--- src/core/sdc_pkg.sv ---
package sdc_pkg;

  localparam int unsigned LOOP_DIV_W    = 9;
  localparam int unsigned OUT_SEL_W     = 2;
  localparam int unsigned TEST_SEL_W    = 3;
  localparam int unsigned SHIFT_LEN     = 14;
  localparam int unsigned HALF_W        = 3;

  // serial word layout, last bit shifted lands in bit 0
  localparam int unsigned SH_LOOP_LSB   = 0;
  localparam int unsigned SH_OUT_LSB    = 9;
  localparam int unsigned SH_TEST_LSB   = 11;
  localparam int unsigned SH_MSB        = 13;

  // fixed prescale of 8 is a half period of 4 source edges
  localparam logic [HALF_W-1:0] PRESCALE_HALF = 3'h4;
  // divide by 4 for the test view of the output
  localparam logic [HALF_W-1:0] TEST_Q_HALF   = 3'h2;

  // output divider select codes
  localparam logic [OUT_SEL_W-1:0] OSEL_DIV2 = 2'h0;
  localparam logic [OUT_SEL_W-1:0] OSEL_DIV4 = 2'h1;
  localparam logic [OUT_SEL_W-1:0] OSEL_DIV8 = 2'h2;
  localparam logic [OUT_SEL_W-1:0] OSEL_DIV1 = 2'h3;

  // test output select codes
  localparam logic [TEST_SEL_W-1:0] TSEL_SHIFT  = 3'h0;
  localparam logic [TEST_SEL_W-1:0] TSEL_HIGH   = 3'h1;
  localparam logic [TEST_SEL_W-1:0] TSEL_REF    = 3'h2;
  localparam logic [TEST_SEL_W-1:0] TSEL_LOOP   = 3'h3;
  localparam logic [TEST_SEL_W-1:0] TSEL_OUT    = 3'h4;
  localparam logic [TEST_SEL_W-1:0] TSEL_LOW    = 3'h5;
  localparam logic [TEST_SEL_W-1:0] TSEL_BYPASS = 3'h6;
  localparam logic [TEST_SEL_W-1:0] TSEL_OUTQ   = 3'h7;

  localparam logic [TEST_SEL_W-1:0] TEST_RST    = 3'h0;
  localparam logic [LOOP_DIV_W-1:0] LOOP_RST    = 9'h000;
  localparam logic [OUT_SEL_W-1:0]  OSEL_RST    = 2'h0;

  function automatic logic rise(input logic now, input logic prev);
    rise = now & ~prev;
  endfunction : rise

  // half period in source edges; zero means pass through
  function automatic logic [HALF_W-1:0] out_half(input logic [OUT_SEL_W-1:0] sel);
    if (sel == OSEL_DIV2)
      out_half = 3'h1;
    else if (sel == OSEL_DIV4)
      out_half = 3'h2;
    else if (sel == OSEL_DIV8)
      out_half = 3'h4;
    else
      out_half = 3'h0;
  endfunction : out_half

endpackage : sdc_pkg

--- src/core/sdc_half_div.sv ---
`timescale 1ns/100ps
`default_nettype none

// even divider with 50% duty: toggles every half_i rising source edges; a half_i of zero passes src_i through registered, one clock later
module sdc_half_div #(
  parameter int unsigned HW = 3
) (
  input  wire logic          clk_i,
  input  wire logic          resetn_i,
  input  wire logic          src_i,
  input  wire logic [HW-1:0] half_i,
  output logic               div_o
);

  logic          prev_r;
  logic [HW-1:0] cnt_r;
  logic [HW-1:0] cnt_nxt;
  logic          div_r;
  logic          div_nxt;
  wire  logic    src_rise = sdc_pkg::rise(src_i, prev_r);
  wire  logic    pass     = (half_i == '0);
  wire  logic    wrap     = (cnt_r + HW'(1)) >= half_i;

  always_comb
  begin
    cnt_nxt = cnt_r;
    div_nxt = div_r;
    if (pass)
    begin
      cnt_nxt = '0;
      div_nxt = src_i;
    end
    else if (src_rise)
    begin
      cnt_nxt = wrap ? '0 : cnt_r + HW'(1);
      div_nxt = wrap ? ~div_r : div_r;
    end
  end

  always_ff @(posedge clk_i or negedge resetn_i)
  begin
    if (!resetn_i)
    begin
      prev_r <= 1'b0;
      cnt_r  <= '0;
      div_r  <= 1'b0;
    end
    else
    begin
      prev_r <= src_i;
      cnt_r  <= cnt_nxt;
      div_r  <= div_nxt;
    end
  end

  assign div_o = div_r;

endmodule : sdc_half_div
`default_nettype wire

--- src/core/sdc_synth_divider_config.sv ---
`timescale 1ns/100ps
`default_nettype none

module sdc_synth_divider_config #(
  parameter int unsigned MW = sdc_pkg::LOOP_DIV_W
) (
  input  wire logic                          clk_i,
  input  wire logic                          resetn_i,
  input  wire logic                          crystal_oscillator_pins_i,
  input  wire logic                          external_reference_input_i,
  input  wire logic                          reference_source_select_i,
  input  wire logic                          vco_clk_i,
  input  wire logic [MW-1:0]                 loop_div_i,
  input  wire logic [sdc_pkg::OUT_SEL_W-1:0] out_div_sel_i,
  input  wire logic                          p_load_i,
  input  wire logic                          s_clock_i,
  input  wire logic                          s_data_i,
  input  wire logic                          s_load_i,
  input  wire logic                          out_enable_i,
  output logic                               comparison_ref_o,
  output logic                               loop_div_out_o,
  output logic                               pd_up_o,
  output logic                               pd_down_o,
  output logic                               synth_output_pair_p_o,
  output logic                               synth_output_pair_n_o,
  output logic                               test_out_o,
  output logic [MW-1:0]                      loop_div_cfg_o,
  output logic [sdc_pkg::OUT_SEL_W-1:0]      out_div_cfg_o,
  output logic                               bypass_o
);

  logic [sdc_pkg::SHIFT_LEN-1:0]  shift_r;
  logic                           sclk_prev_r;
  logic [MW-1:0]                  loop_cfg_r;
  logic [sdc_pkg::OUT_SEL_W-1:0]  osel_cfg_r;
  logic [sdc_pkg::TEST_SEL_W-1:0] test_cfg_r;
  logic [MW-1:0]                  loop_cnt_r;
  logic [MW-1:0]                  loop_cnt_nxt;
  logic                           loop_src_prev_r;
  logic                           loop_pulse_r;
  logic                           fref_prev_r;
  logic                           mdiv_prev_r;
  logic                           up_r;
  logic                           dn_r;
  logic                           gate_r;
  logic                           outdiv_prev_r;
  logic                           test_r;
  logic                           fref;
  logic                           out_div;
  logic                           out_quarter;

  // shift register, msb of each field first so the last bit ends in bit 0
  wire logic sclk_rise = sdc_pkg::rise(s_clock_i, sclk_prev_r);

  // config latch selection: parallel transparent low, serial transparent high
  wire logic ser_open = p_load_i & s_load_i;
  wire logic [MW-1:0] sh_loop = shift_r[sdc_pkg::SH_LOOP_LSB +: MW];
  wire logic [sdc_pkg::OUT_SEL_W-1:0] sh_osel =
    shift_r[sdc_pkg::SH_OUT_LSB +: sdc_pkg::OUT_SEL_W];
  wire logic [sdc_pkg::TEST_SEL_W-1:0] sh_test =
    shift_r[sdc_pkg::SH_TEST_LSB +: sdc_pkg::TEST_SEL_W];

  // latched value holds from the closing edge; parallel checked first
  wire logic [MW-1:0] loop_eff =
    !p_load_i ? loop_div_i : (ser_open ? sh_loop : loop_cfg_r);
  wire logic [sdc_pkg::OUT_SEL_W-1:0] osel_eff =
    !p_load_i ? out_div_sel_i : (ser_open ? sh_osel : osel_cfg_r);
  wire logic [sdc_pkg::TEST_SEL_W-1:0] test_eff =
    !p_load_i ? sdc_pkg::TEST_RST : (ser_open ? sh_test : test_cfg_r);

  wire logic bypass   = (test_eff == sdc_pkg::TSEL_BYPASS);
  wire logic ref_sel  = reference_source_select_i ? crystal_oscillator_pins_i
                                                  : external_reference_input_i;
  // in bypass the serial clock replaces the vco for both dividers
  wire logic loop_src = bypass ? s_clock_i : vco_clk_i;
  wire logic loop_rise = sdc_pkg::rise(loop_src, loop_src_prev_r);
  wire logic loop_wrap = (loop_cnt_r + MW'(1)) >= loop_eff;
  wire logic fref_rise = sdc_pkg::rise(fref, fref_prev_r);
  wire logic mdiv_rise = sdc_pkg::rise(loop_pulse_r, mdiv_prev_r);

  sdc_half_div #(
    .HW (sdc_pkg::HALF_W)
  ) u_prescale (
    .clk_i    (clk_i),
    .resetn_i (resetn_i),
    .src_i    (ref_sel),
    .half_i   (sdc_pkg::PRESCALE_HALF),
    .div_o    (fref)
  );

  sdc_half_div #(
    .HW (sdc_pkg::HALF_W)
  ) u_out_div (
    .clk_i    (clk_i),
    .resetn_i (resetn_i),
    .src_i    (loop_src),
    .half_i   (sdc_pkg::out_half(osel_eff)),
    .div_o    (out_div)
  );

  sdc_half_div #(
    .HW (sdc_pkg::HALF_W)
  ) u_out_quarter (
    .clk_i    (clk_i),
    .resetn_i (resetn_i),
    .src_i    (out_div),
    .half_i   (sdc_pkg::TEST_Q_HALF),
    .div_o    (out_quarter)
  );

  // loop counter; values 0 and 1 both give one pulse per source edge
  always_comb
  begin
    loop_cnt_nxt = loop_cnt_r;
    if (loop_rise)
      loop_cnt_nxt = loop_wrap ? '0 : loop_cnt_r + MW'(1);
  end

  // test mux; the loop counter view is not 50% duty
  wire logic test_nxt =
    (test_eff == sdc_pkg::TSEL_SHIFT)  ? shift_r[sdc_pkg::SH_MSB] :
    (test_eff == sdc_pkg::TSEL_HIGH)   ? 1'b1 :
    (test_eff == sdc_pkg::TSEL_REF)    ? fref :
    (test_eff == sdc_pkg::TSEL_LOOP)   ? loop_pulse_r :
    (test_eff == sdc_pkg::TSEL_OUT)    ? out_div :
    (test_eff == sdc_pkg::TSEL_BYPASS) ? loop_pulse_r :
    (test_eff == sdc_pkg::TSEL_OUTQ)   ? out_quarter : 1'b0;

  // gate may only move while the divided clock is low, so no runt escapes
  wire logic gate_nxt =
    (sdc_pkg::rise(out_div, outdiv_prev_r) || out_div) ? gate_r : out_enable_i;

  always_ff @(posedge clk_i or negedge resetn_i)
  begin
    if (!resetn_i)
    begin
      shift_r     <= '0;
      sclk_prev_r <= 1'b0;
    end
    else
    begin
      sclk_prev_r <= s_clock_i;
      if (sclk_rise)
        shift_r <= {shift_r[sdc_pkg::SHIFT_LEN-2:0], s_data_i};
    end
  end

  always_ff @(posedge clk_i or negedge resetn_i)
  begin
    if (!resetn_i)
    begin
      loop_cfg_r <= sdc_pkg::LOOP_RST;
      osel_cfg_r <= sdc_pkg::OSEL_RST;
      test_cfg_r <= sdc_pkg::TEST_RST;
    end
    else
    begin
      loop_cfg_r <= loop_eff;
      osel_cfg_r <= osel_eff;
      test_cfg_r <= test_eff;
    end
  end

  always_ff @(posedge clk_i or negedge resetn_i)
  begin
    if (!resetn_i)
    begin
      loop_cnt_r      <= '0;
      loop_src_prev_r <= 1'b0;
      loop_pulse_r    <= 1'b0;
    end
    else
    begin
      loop_cnt_r      <= loop_cnt_nxt;
      loop_src_prev_r <= loop_src;
      loop_pulse_r    <= loop_rise & loop_wrap;
    end
  end

  // phase-frequency detector: leader raises its flag, the lagging edge clears it, so both are never high together
  always_ff @(posedge clk_i or negedge resetn_i)
  begin
    if (!resetn_i)
    begin
      fref_prev_r <= 1'b0;
      mdiv_prev_r <= 1'b0;
      up_r        <= 1'b0;
      dn_r        <= 1'b0;
    end
    else
    begin
      fref_prev_r <= fref;
      mdiv_prev_r <= loop_pulse_r;
      up_r        <= (up_r | fref_rise) & ~(dn_r | mdiv_rise);
      dn_r        <= (dn_r | mdiv_rise) & ~(up_r | fref_rise);
    end
  end

  always_ff @(posedge clk_i or negedge resetn_i)
  begin
    if (!resetn_i)
    begin
      gate_r        <= 1'b0;
      outdiv_prev_r <= 1'b0;
      test_r        <= 1'b0;
    end
    else
    begin
      gate_r        <= gate_nxt;
      outdiv_prev_r <= out_div;
      test_r        <= test_nxt;
    end
  end

  assign comparison_ref_o      = fref;
  assign loop_div_out_o        = loop_pulse_r;
  assign pd_up_o               = up_r;
  assign pd_down_o             = dn_r;
  assign synth_output_pair_p_o = out_div & gate_r;
  assign synth_output_pair_n_o = ~(out_div & gate_r);
  assign test_out_o            = test_r;
  assign loop_div_cfg_o        = loop_cfg_r;
  assign out_div_cfg_o         = osel_cfg_r;
  assign bypass_o              = bypass;

endmodule : sdc_synth_divider_config
`default_nettype wire

--- config.mk ---
export PLATFORM = sky130hd
export DESIGN_NAME = sdc_synth_divider_config
export DESIGN_NICKNAME = d
export VERILOG_FILES = /design/src/core/sdc_pkg.sv /design/src/core/sdc_half_div.sv /design/src/core/sdc_synth_divider_config.sv
export SDC_FILE = /design/constraint.sdc
export NUM_CORES = 1
export LEC_CHECK = 0
export BUFFER_PORTS_ARGS = -buffer_cell sky130_fd_sc_hd__buf_2
export CAP_MARGIN = 20
export CORE_ASPECT_RATIO = 0.8
export CORE_MARGIN = 8
export CORE_UTILIZATION = 35
export DETAILED_ROUTE_END_ITERATION = 16
export PLACE_DENSITY = 0.56
export RECOVER_POWER = 25
export SLEW_MARGIN = 15
export SYNTH_ARGS = -nofsm -noshare
export SYNTH_HDL_FRONTEND = slang
export SYNTH_HIERARCHICAL = 1
export SYNTH_SLANG_ARGS = --single-unit
export TNS_END_PERCENT = 1
--- constraint.sdc ---
create_clock -name clk_i -period 3.06 [get_ports clk_i]
set_clock_uncertainty 0.05 [all_clocks]
set_input_delay 0.612 -clock clk_i [delete_from_list [all_inputs] [get_ports clk_i]]
set_output_delay 0.612 -clock clk_i [all_outputs]
set_load 0.01 [all_outputs]
# Word level (Yosys, flattened, before mapping)
# Index checks and enable logic that the tools add are counted.
[totals]
reg_bits = 60
inputBits = 22
output_inout_bits = 19
word_cells = 99
[classes]
n_addsub = 4
n_lt_le_gt_ge = 4
n_eq_ne = 8
muxes = 27
bitwise_logic = 25
reduce_logical = 9
[ops]
columns = ["cell", "n"]
rows = [
  ["two-way mux 3 bit", 10],
  ["two-way mux 9 bit", 3],
  ["two-way mux 1 bit", 12],
  ["NOT 1 bit", 12],
  ["bitwise AND 1 bit", 11],
  ["adder 3 x 1 -> 3 bit, second input constant", 3],
  ["adder 9 x 1 -> 9 bit, second input constant", 1],
  ["equality test 3 bit, second input constant", 3],
  ["greater-or-equal comparator 9 bit", 1],
  ["equality test 3 x 2 -> 1 bit, second input constant", 2],
  ["logical NOT 3 bit", 2],
  ["AND reduction 2 bit", 3],
  ["two-way mux 2 bit", 2],
  ["nonzero test 2 bit", 2],
  ["equality test 3 x 1 -> 1 bit, second input constant", 1],
  ["greater-or-equal comparator 3 x 2 -> 1 bit, second input constant", 1],
  ["greater-or-equal comparator 3 bit", 1],
  ["greater-or-equal comparator 3 bit, second input constant", 1],
  ["equality test 2 x 1 -> 1 bit, second input constant", 1],
  ["equality test 2 bit, second input constant", 1],
  ["logical NOT 2 bit", 1],
  ["bitwise OR 1 bit", 2],
  ["logical OR 1 bit", 1],
]

# Depth between registers and ports, before layout
# Gate-level depths: netlist (run 1).
[depth]
depth_word = 11
mapped_depth = 11
mapped_depth_nobuf = 11

# Cells and area by module
# The synthesis (run 1) kept the hierarchy.
[by_module_without_submodules]
columns = ["mod", "n_inst", "cells_per_inst", "area_each_um2"]
rows = [
  ["sdc_synth_divider_config", 1, 259, 2457.4],
  ["sdc_half_div", 3, 35, 325.3],
]

# Least setup slack after synthesis (run 1)
# No wires, ideal clock.
[synth_timing]
kind = "input-to-reg"
start = "in s_load_i"
end = "reg loop_pulse_r (netlist: loop_div_out_o)"
setup_time_ns = 0.119
t_arrival_ns = 2.893
required_time_ns = 2.891
slack_ns = -0.002
path_stages = 10
path_buffers = 2
path_cell_list = "buf_2 -> buf_2 -> mux2i_1 -> a21oi_1 -> ha_1 -> nand2b_1 -> a211o_1 -> a211oi_4 -> o21ai_0 -> and2_1"
[synth_between]
word_cells_on_any_way = 10
classes_between = "1 x order compare; 1 x eq/ne; 5 x mux; 3 x bitwise"
[synth_lines]
columns = ["item", "line", "source"]
rows = [
  ["start: declaration", "sdc_synth_divider_config.sv:18", "input wire logic s_load_i,"],
  ["bitwise AND 1 bit", "sdc_synth_divider_config.sv:56", "wire logic ser_open = p_load_i & s_load_i;"],
  ["two-way mux 9 bit (2 in series)", "sdc_synth_divider_config.sv:65", "!p_load_i ? loop_div_i : (ser_open ? sh_loop : loop_cfg_r);"],
  ["net loop_eff[0]", "sdc_synth_divider_config.sv:64", "wire logic [MW-1:0] loop_eff ="],
  ["greater-or-equal comparator 9 bit", "sdc_synth_divider_config.sv:77", "wire logic loop_wrap = (loop_cnt_r + MW'(1)) >= loop_eff;"],
  ["bitwise AND 1 bit", "sdc_synth_divider_config.sv:176", "loop_pulse_r <= loop_rise & loop_wrap;"],
  ["end signal: assignment", "sdc_synth_divider_config.sv:176", ""],
  ["end: declaration", "sdc_synth_divider_config.sv:40", "logic loop_pulse_r;"],
]
# The timed path passes the listed nets, and every way through them passes these cells.
# A chain may end at the register's enable or synchronous reset.

# Final worst setup path (run 1)
[layout_timing]
start = "in s_load_i"
end = "reg u_out_div.cnt_r[2]"
[layout_between]
elab_chain_len = 11
word_cells_on_any_way = 20
classes_between = "1 x order compare; 3 x eq/ne; 11 x mux; 2 x bitwise; 3 x reduce/logical"
[layout_rtl]
columns = ["item", "line", "source"]
rows = [
  ["bitwise AND 1 bit (*)", "sdc_synth_divider_config.sv:56", ""],
  ["two-way mux 2 bit (*) (2 in series)", "sdc_synth_divider_config.sv:67", "!p_load_i ? out_div_sel_i : (ser_open ? sh_osel : osel_cfg_r);"],
  ["net osel_eff, one bit", "sdc_synth_divider_config.sv:66", "wire logic [sdc_pkg::OUT_SEL_W-1:0] osel_eff ="],
  ["equality test 2 bit", "sdc_pkg.sv:50", "else if (sel == OSEL_DIV8)"],
  ["two-way mux 3 bit", "sdc_pkg.sv:50", ""],
  ["two-way mux 3 bit", "sdc_pkg.sv:48", "else if (sel == OSEL_DIV4)"],
  ["two-way mux 3 bit (*)", "sdc_pkg.sv:46", "if (sel == OSEL_DIV2)"],
  ["greater-or-equal comparator 3 bit", "sdc_half_div.sv:22", "wire logic wrap = (cnt_r + HW'(1)) >= half_i;"],
  ["two-way mux 3 bit", "sdc_half_div.sv:35", "cnt_nxt = wrap ? '0 : cnt_r + HW'(1);"],
  ["two-way mux 3 bit", "sdc_half_div.sv:33", "else if (src_rise)"],
  ["two-way mux 3 bit", "sdc_half_div.sv:28", "if (pass)"],
  ["end signal: assignment", "sdc_half_div.sv:51", "cnt_r <= cnt_nxt;"],
  ["end: declaration", "sdc_half_div.sv:16", "logic [HW-1:0] cnt_r;"],
]
# The timed path passes the listed nets; every way through them passes the cells marked *. The select of a mux whose other input is x is not followed.

==> results.toml, run 1 <==
[worst_setup_path]
critPathKind = "in -> reg"
rr_endpoint = "loop_cnt_r[5]"
ff2ff_path_depth = 11
path_delay_family = "compound AO/OA/AOI/OAI gates"
cp_max_fo = 13
regToRegSetupSlack_ns = 0.46
required_ns = 3.25
cpPeakStageDelay_ns = 0.31
path_cells = "buf_2 > buf_4 > mux2i_1 > a21oi_1 > nor2b_1 > inv_1 > ha_1 > a21o_1 > a31oi_2 > nor2_1 > nor4_2"
cp-start-kind = "input pin"
r2r_start = "loop_cnt_r[0]"
crit_path_start = "s_load_i"
crit_end = "u_out_div/cnt_r[2]"
critPathCaptureType = "flip-flop"
crit_cells = 11
critPathBufInv = 3
arrival_ns = 2.80
slowest_stage = "ha_1"

[global_route]
grtUsageTotal = 0.119
overflow = 0
grt_pass1_wl_um = 12800
antenna_found_initial = 0
grt_max_degree = 34
grt_pass1_vias = 2652

[layout]
drive_gt1_frac = 0.188
final_cells = 550
area_growth_pct = 21.4
n_antenna_cell = 0
nFillCells = 947
finalNetCount = 471

[status]
status = "complete, but fails checks"
violations = "max-capacitance violations, max-slew violations"

[route]
drc = 0
viasPerCell = 4.75
wl_per_cell_um = 13.2
num_vias = 2613
drtAntennaViolNets = 0
drt_pass1_iterations = 5
drt_iter0_markers = 62
routed_wl_um = 7260

[sta]
rsz0062_at_grt = "false"
final_hold_viol_count = 0
fmax_mhz = 383
setup_viol = 0
slew_headroom = -0.162
drv_slew = 29
worst_pin_slew_ns = 1.74
final.setup.tns_ns = 0
period_minus_slack_ns = 2.61
finalCritPeriodShare = 0.853

[logic_synthesis]
yosysSeqAreaShare = 0.445
synth_xor_area_frac = 0.0230
ys_seq_elements = 61
netlist_area_sq_um = 3430
yosys.area_share.simple = 0.218
synth.distinct_cells = 43
avgSynthCellArea_sq_um = 9.43
muxShareOfSynthArea = 0.0547
synthCells = 364
synth_top_family_by_area = "simple AND/OR/NAND/NOR gates"
synth_fa_ha_area_frac = 0.0802
synth_warnings = 6
synth_compound_area_frac = 0.140

[placed_design]
hpwl_um = 5480
post-place-cells = 535
gp_congestion = 0.793
port_buffers = 40

[clock_tree]
numCtsBuffers = 9
cts_resized = 0
cts-root-buf = "clkbuf_16"
cts_hold_buf = 0
clockBufferDepth = 2
clkSinkCount = 61
cts_tree = "done"
cts_setup_buffers = 0
h-tree-depth = 3
clk_latency_ns = 0.33
clk_pin_slew_ns = 0.05

[floorplanning]
rows = 32
io_pins = 41
die_h_um = 105
die-area_sq_um = 13300
fp.dieW_um = 127
initial_core_util = 0.357
core-area_sq_um = 9610

[power]
leakage_nw = 2.14
power_per_cell_area_nw_per_um2 = 730
ir_drop_uv = 406

[flow_run]
cap_violations = 1

[min_path]
min-delay-path-class = "in -> reg"
[layout by cell type, fill, tap and decap left out, types with 3 or more instances in the layout]
cell and n:
nand2b_1 10, nand2_1 73, inv_1 22, buf_2 38
nand3_1 12, o2111ai_1 4, mux2i_1 15, nor4_2 3
xor2_1 5, clkbuf_16 9, a21oi_1 14, nor2b_1 13
o211ai_1 3, o21ai_0 11, a21o_1 11, ha_1 22
conb_1 12, a31oi_2 3, nor2_1 31, buf_4 10
xnor2_1 4, nor3_1 6, dfrtp_1 61, or4b_1 3
[state kept, by name, summed over array words and instances, names as in the netlist, 2 cells and up]
register / flops
test_cfg_r: 3
u_out_div/cnt_r: 3
shift_r: 14
loop_div_cfg_o: 9
out_div_cfg_o: 2
u_out_quarter/cnt_r: 3
loop_cnt_r: 9
u_prescale/cnt_r: 3
[final cells by class]
type,count,area (sq um),share of cell area
repair buffers,51,293,0.0702
multi-input cells,282,1820,0.436
clock inverters,4,47.5,0.0114
clock buffers,11,253,0.0606
flip-flops and latches,61,1530,0.366
well taps,119,149,0.0357
inverters,22,82.6,0.0198
[routing by layer]
layer  part of all wire  track usage
met5                  0            0
met1               0.48        0.152
met2               0.46        0.184
met3              0.048       0.0452
met4              0.013       0.0381
[Yosys cell counts, drive strengths merged]
library cell,n,area [sq um]
buf,3,21.3
ha,22,275
nor3,6,30.0
a211o,1,8.76
a22oi,2,15.0
nand3,12,60.1
or3b,1,11.3
xor2,5,43.8
dfrtp,61,1530
a31oi,3,37.5
o21a,1,7.51
and2,1,6.26
and3,2,12.5
o41ai,1,8.76
mux2i,15,150
nand4,1,6.26
mux2,3,37.5
nor2b,13,81.3
o31ai,2,20.0
o2111ai,4,35.0
o21ai,13,72.6
clkbuf,6,22.5
nand2b,10,62.6
nor2,31,116
nand3b,2,15.0
a21oi,14,70.1
o211ai,6,68.8
a211oi,4,55.1
or3,1,6.26
xnor2,4,35.0
or4b,3,30.0
nor4,3,37.5
conb,2,7.51
nand2,73,274
inv,22,82.6
a21o,11,82.6
[report_power, final]
group	switching [W]	internal [W]
clock network	0.000349	0.000666
registers	0.000165	0.000978
logic	0.000488	0.000395
[cells by family after synthesis]
logic type,count (synthesis)
multiplexers,18
flip-flops,61
other,2
AO/OA/AOI/OAI,62
AND/OR/NAND/NOR,159
XOR/XNOR,9
buffers and inverters,31
adder cells (fa/ha/maj),22
[worst reg2reg max path: cells and delay by family, from the launching register on]
| family | cells | cell delay, ns |
|---|---|---|
| fa+ha+maj | 2 | 0.60 |
| compound gates | 3 | 0.63 |
| simple gates | 6 | 0.73 |
| flops | 1 | 0.46 |
[per-stage QoR]
step	worst slack, ns	area, sq um	hold slack (ns)	util	power (W)
6_report	0.449	4170	0.411	0.434	0.00304
5_1_grt	0.186	4170	0.413	0.434	0.00327
4_1_cts	0.422	4170	0.309	0.434	0.00309
3_5_place_dp	0.118	3870	0.404	0.403	0.00205
3_3_place_gp	0.206	3870	0.395	0.403	0.00202
2_1_floorplan	0.0524	3470	0.266	-	0.00177
[worst min-delay path by stage]
stage	start	endpoint	slack [ns]	cells past startpoint
after floorplan	resetn_i	fref_prev_r	0.27	0
after global placement	pd_down_o	pd_up_o	0.39	1
after detailed placement	pd_down_o	pd_up_o	0.40	1
after CTS	resetn_i	loop_div_cfg_o[3]	0.31	1
after global routing	s_clock_i	sclk_prev_r	0.41	1
final	s_clock_i	sclk_prev_r	0.41	1
Power figures use the tool's default switching activity.
==> inputs of run 2 (changes only) <==
--- a/config.mk
+++ b/config.mk
@@ -5,7 +5,7 @@
 export SDC_FILE = /design/constraint.sdc
 export NUM_CORES = 1
 export LEC_CHECK = 0
-export BUFFER_PORTS_ARGS = -buffer_cell sky130_fd_sc_hd__buf_2
+export BUFFER_PORTS_ARGS = -buffer_cell sky130_fd_sc_hd__buf_4
 export CAP_MARGIN = 20
 export CORE_ASPECT_RATIO = 0.8
 export CORE_MARGIN = 8
==> run 2 against run 1 <==
The flow still finishes with violations (max-capacitance violations, max-slew violations). Combinational power rose by 2%. Sequential share of layout area fell by 0.35 points. Critical path depth fell by 1. Final cell count fell by 0.73%. Worst hold slack improved by 0.017 ns. Clock power barely moved. Fmax fell by 1.9%. Cell area rose by 0.96%. Count of clock-buffer cells in the layout rose by 1. Via count rose by 1.0%. Register-to-register slack got worse by 0.06 ns. Setup slack got worse by 0.051 ns. Critical path type is now reg -> reg. Largest cell class unchanged. Largest power group unchanged.
==> results.toml, run 2 (same netlist as run 1, synthesis figures left out) <==
[worst_setup_path]
slowest_stage = "o21ai_0"
cp_max_fo = 7
cp-start-kind = "flip-flop"
arrival_ns = 2.81
path_delay_family = "simple AND/OR/NAND/NOR gates"
critPathKind = "reg -> reg"
critPathBufInv = 1
cpPeakStageDelay_ns = 0.47
regToRegSetupSlack_ns = 0.40
required_ns = 3.21
path_cells = "ha_1 > nand2_1 > nor2_1 > and3_1 > xnor2_1 > inv_1 > ha_1 > nand2_1 > o21ai_0 > o211ai_1"
critPathCaptureType = "flip-flop"

[global_route]
grt_pass1_vias = 2663
antenna_found_initial = 0
grt_pass1_wl_um = 12700
grt_max_degree = 62
overflow = 0
grtUsageTotal = 0.120

[clock_tree]
clkSinkCount = 61
cts_hold_buf = 0
numCtsBuffers = 9
clk_pin_slew_ns = 0.05
cts_tree = "done"
h-tree-depth = 3
clockBufferDepth = 2
cts-root-buf = "clkbuf_16"
cts_resized = 0
cts_setup_buffers = 0
clk_latency_ns = 0.33

[layout]
largest_reg_flops = 14
largest-register = "shift_r"
finalNetCount = 466
final_cells = 546
n_antenna_cell = 0
final_common_cell = "nand2_1"
final_cell_mix = "73 x nand2_1, 61 x dfrtp_1, 44 x buf_4"
drive_gt1_frac = 0.178
area_growth_pct = 22.6

[sta]
fin_hold_ws_ns = 0.427
fmax_mhz = 376
drv_slew = 62
rsz0062_at_grt = "false"
final_hold_viol_count = 0
period_minus_slack_ns = 2.66
setup_viol = 0
finalCritPeriodShare = 0.870
worst_pin_slew_ns = 1.54
final.setup.tns_ns = 0
slew_headroom = -0.0239

[placed_design]
post-place-cells = 530
gp_congestion = 0.764
hpwl_um = 5410
port_buffers = 40

[min_path]
min-delay-path-class = "reg -> reg"

[floorplanning]
die-area_sq_um = 13300
rows = 32
core-area_sq_um = 9610
fp.dieW_um = 127
initial_core_util = 0.357
io_pins = 41
die_h_um = 105

[power]
ir_drop_uv = 453
power_per_cell_area_nw_per_um2 = 724
p_total_w = 0.00305
leakage_nw = 2.14

[status]
violations = "max-capacitance violations, max-slew violations"
status = "complete, but fails checks"

[route]
viasPerCell = 4.83
num_vias = 2639
drc = 0
routed_wl_um = 7320
drt_pass1_iterations = 4
wl_per_cell_um = 13.4
drtAntennaViolNets = 0
drt_iter0_markers = 147

[flow_run]
cap_violations = 1
run 2: cell types whose count changed in the layout (fill, tap and decap cells not counted):
cell and change:
buf_4 +34, buf_12 -1, clkbuf_8 -1, clkbuf_1 +1, clkbuf_2 +1, buf_2 -38
run 2: worst paths after layout:
kind,to,depth (start not counted),start
max,loop_cnt_r[5],10,loop_cnt_r[0]
min,pd_up_o,1,pd_down_o
max reg2reg,loop_cnt_r[5],10,loop_cnt_r[0]
min reg2reg,pd_up_o,1,pd_down_o
max in group asynchronous,gate_r,1,resetn_i
min in group asynchronous,shift_r[4],1,resetn_i
run 2: layout make-up:
class,count,area (sq um)
Sequential cell,61,1530
Inverter,22,82.6
Fill cell,969,5400
Tap cell,119,149
Clock inverter,4,47.5
Timing Repair Buffer,46,339
Clock buffer,12,246
Multi-Input combinational cell,282,1820
run 2: power by group:
part,switching (W),total (W),internal [W]
clock network,0.000355,0.00100,0.000649
logic,0.000487,0.000900,0.000413
registers,0.000167,0.00115,0.000978
run 2: per-stage QoR:
stage	utilization	cell area (sq um)	setup WS, ns
floorplan	-	3470	0.0524
global placement	0.408	3920	0.314
detailed placement	0.408	3920	0.269
CTS	0.439	4220	0.362
global route	0.438	4210	0.169
finish	0.438	4210	0.398
run 2: per-layer routing:
metal	GRT usage	vias to the layer above	wire, um
li1	-	1353	-
met1	0.150	1236	3590
met2	0.187	40	3330
met3	0.0493	10	311
met4	0.0356	0	87
met5	0	-	0
==> inputs of run 3 (changes only) <==
--- a/config.mk
+++ b/config.mk
@@ -8,11 +8,12 @@
 export BUFFER_PORTS_ARGS = -buffer_cell sky130_fd_sc_hd__buf_4
 export CAP_MARGIN = 20
 export CORE_ASPECT_RATIO = 0.8
-export CORE_MARGIN = 8
+export CORE_MARGIN = 2
 export CORE_UTILIZATION = 35
 export DETAILED_ROUTE_END_ITERATION = 16
 export PLACE_DENSITY = 0.56
 export RECOVER_POWER = 25
+export SKIP_CTS_REPAIR_TIMING = 1
 export SLEW_MARGIN = 15
 export SYNTH_ARGS = -nofsm -noshare
 export SYNTH_HDL_FRONTEND = slang
==> constraint.sdc (replaced) <==
create_clock -name clk_i -period 2.8 [get_ports clk_i]
set_clock_uncertainty 0.05 [all_clocks]
set_input_delay 0.56 -clock clk_i [delete_from_list [all_inputs] [get_ports clk_i]]
set_output_delay 0.56 -clock clk_i [all_outputs]
set_load 0.01 [all_outputs]
==> run 3 against run 2 <==
The run still ends with max-capacitance violations, max-slew violations left. Sequential power increased by 8%. Highest routed layer unchanged. Final cell count increased by 0.73%. Fmax increased by 5.6%. Worst hold slack got worse by 0.045 ns. Sequential cell count unchanged. Sequential share of layout area decreased by 0.53 points. First-iteration DRC count decreased by 13%.
==> results.toml, run 3 (same netlist as run 1, synthesis figures left out) <==
[global_route]
overflow = 0
grt_pass1_vias = 2538
grtUsageTotal = 0.148
antenna_found_initial = 0
grt_max_degree = 62
grt_pass1_wl_um = 12200

[layout]
largest-register = "shift_r"
drive_gt1_frac = 0.188
n_antenna_cell = 0
finalNetCount = 470
final_common_cell = "nand2_1"
final_cell_mix = "73 x nand2_1, 61 x dfrtp_1, 48 x buf_4"
area_growth_pct = 24.4
largest_reg_flops = 14

[floorplanning]
rows = 32
initial_core_util = 0.357
die_h_um = 92.6
io_pins = 41
die-area_sq_um = 10600
fp.dieW_um = 115
core-area_sq_um = 9610

[sta]
period_minus_slack_ns = 2.52
drv_slew = 62
final_hold_viol_count = 0
slew_headroom = -0.0311
worst_pin_slew_ns = 1.55
setup_viol = 0
fmax_mhz = 397
finalCritPeriodShare = 0.901
final.setup.tns_ns = 0
rsz0062_at_grt = "false"
timing.final.ws_setup_ns = 0.278

[placed_design]
gp_congestion = 0.786
place_ws_ns = 0.0718
hpwl_um = 5200
port_buffers = 40

[worst_setup_path]
cp_max_fo = 5
crit_top_cell = "ha_1"
slowest_stage = "dfrtp_1"
required_ns = 3.00
arrival_ns = 2.72
critPathCaptureType = "flip-flop"
critPathKind = "reg -> reg"
path_cells = "ha_1 > nand2_1 > or3_1 > nand2b_1 > ha_1 > nand4_1 > nor2_1 > a211oi_4 > buf_4 > o211ai_4 > o211ai_2"
cpPeakStageDelay_ns = 0.40
cp-start-kind = "flip-flop"

[power]
power_per_cell_area_nw_per_um2 = 811
leakage_nw = 2.18
ir_drop_uv = 552

[route]
drtAntennaViolNets = 0
routed_wl_um = 7180
num_vias = 2634
drc = 0
drt_iter0_markers = 128
drt_pass1_iterations = 4
viasPerCell = 4.79
wl_per_cell_um = 13.0

[clock_tree]
clk_latency_ns = 0.33
clockBufferDepth = 2
h-tree-depth = 3
cts-root-buf = "clkbuf_16"
numCtsBuffers = 9
clk_pin_slew_ns = 0.05
cts_tree = "done"
clkSinkCount = 61

[status]
status = "complete, but fails checks"
violations = "max-capacitance violations, max-slew violations"

[flow_run]
cap_violations = 1

[min_path]
min-delay-path-class = "in -> reg"
## run 3: path summary, 6_finish.rpt
check                               from                 end  slack [ns]  cells after the start
hold / removal                 s_clock_i         sclk_prev_r        0.38                      1
min in group asynchronous       resetn_i   loop_div_cfg_o[4]        0.57                      1
hold reg to reg                pd_down_o             pd_up_o        0.42                      1
setup reg to reg           loop_cnt_r[1]       loop_cnt_r[6]        0.28                     11
max in group asynchronous       resetn_i  u_out_div/cnt_r[0]        1.21                      1
setup / recovery           loop_cnt_r[1]       loop_cnt_r[6]        0.28                     11
## run 3: cell type report
| cell class | count | area (sq um) |
|---|---|---|
| multi-input combinational | 282 | 1820 |
| clock inverter | 4 | 70.1 |
| fill | 934 | 5340 |
| inverter | 22 | 82.6 |
| tap | 119 | 149 |
| clock buffer | 12 | 256 |
| timing repair buffer | 50 | 369 |
| sequential | 61 | 1530 |
## run 3: stage by stage
stage | power (W) | area (sq um) | std cells | util | hold slack, ns
3_5_place_dp | 0.00228 | 3950 | 534 | 0.411 | 0.421
2_1_floorplan | 0.00194 | 3480 | 374 | - | 0.214
3_3_place_gp | 0.00225 | 3950 | 534 | 0.411 | 0.406
5_1_grt | 0.00372 | 4270 | 550 | 0.445 | 0.386
6_report | 0.00347 | 4270 | 550 | 0.445 | 0.382
4_1_cts | 0.00351 | 4280 | 550 | 0.445 | 0.307
## run 3: power breakdown
part	switching [W]	internal, W	leakage, nW
Clock	0.000384	0.000824	0.163
Sequential	0.000170	0.00107	0.772
Combinational	0.000553	0.000466	1.24
Total	0.00111	0.00236	2.18
## run 3: routing by layer
| metal | share of wire | vias to the layer above | track usage |
|---|---|---|---|
| met5 | 0 | - | 0 |
| met4 | 0.013 | 0 | 0.0452 |
| met3 | 0.034 | 11 | 0.0425 |
| met2 | 0.46 | 32 | 0.227 |
| met1 | 0.49 | 1234 | 0.202 |
| li1 | - | 1357 | - |
## run 3: critical path, delay by kind of cell (launching register included)
kind	cells	cell delay, ns
adder cells (fa/ha/maj)	2	0.53
AO/OA/AOI/OAI	3	0.55
buffers and inverters	1	0.20
AND/OR/NAND/NOR	5	0.70
flip-flops	1	0.40
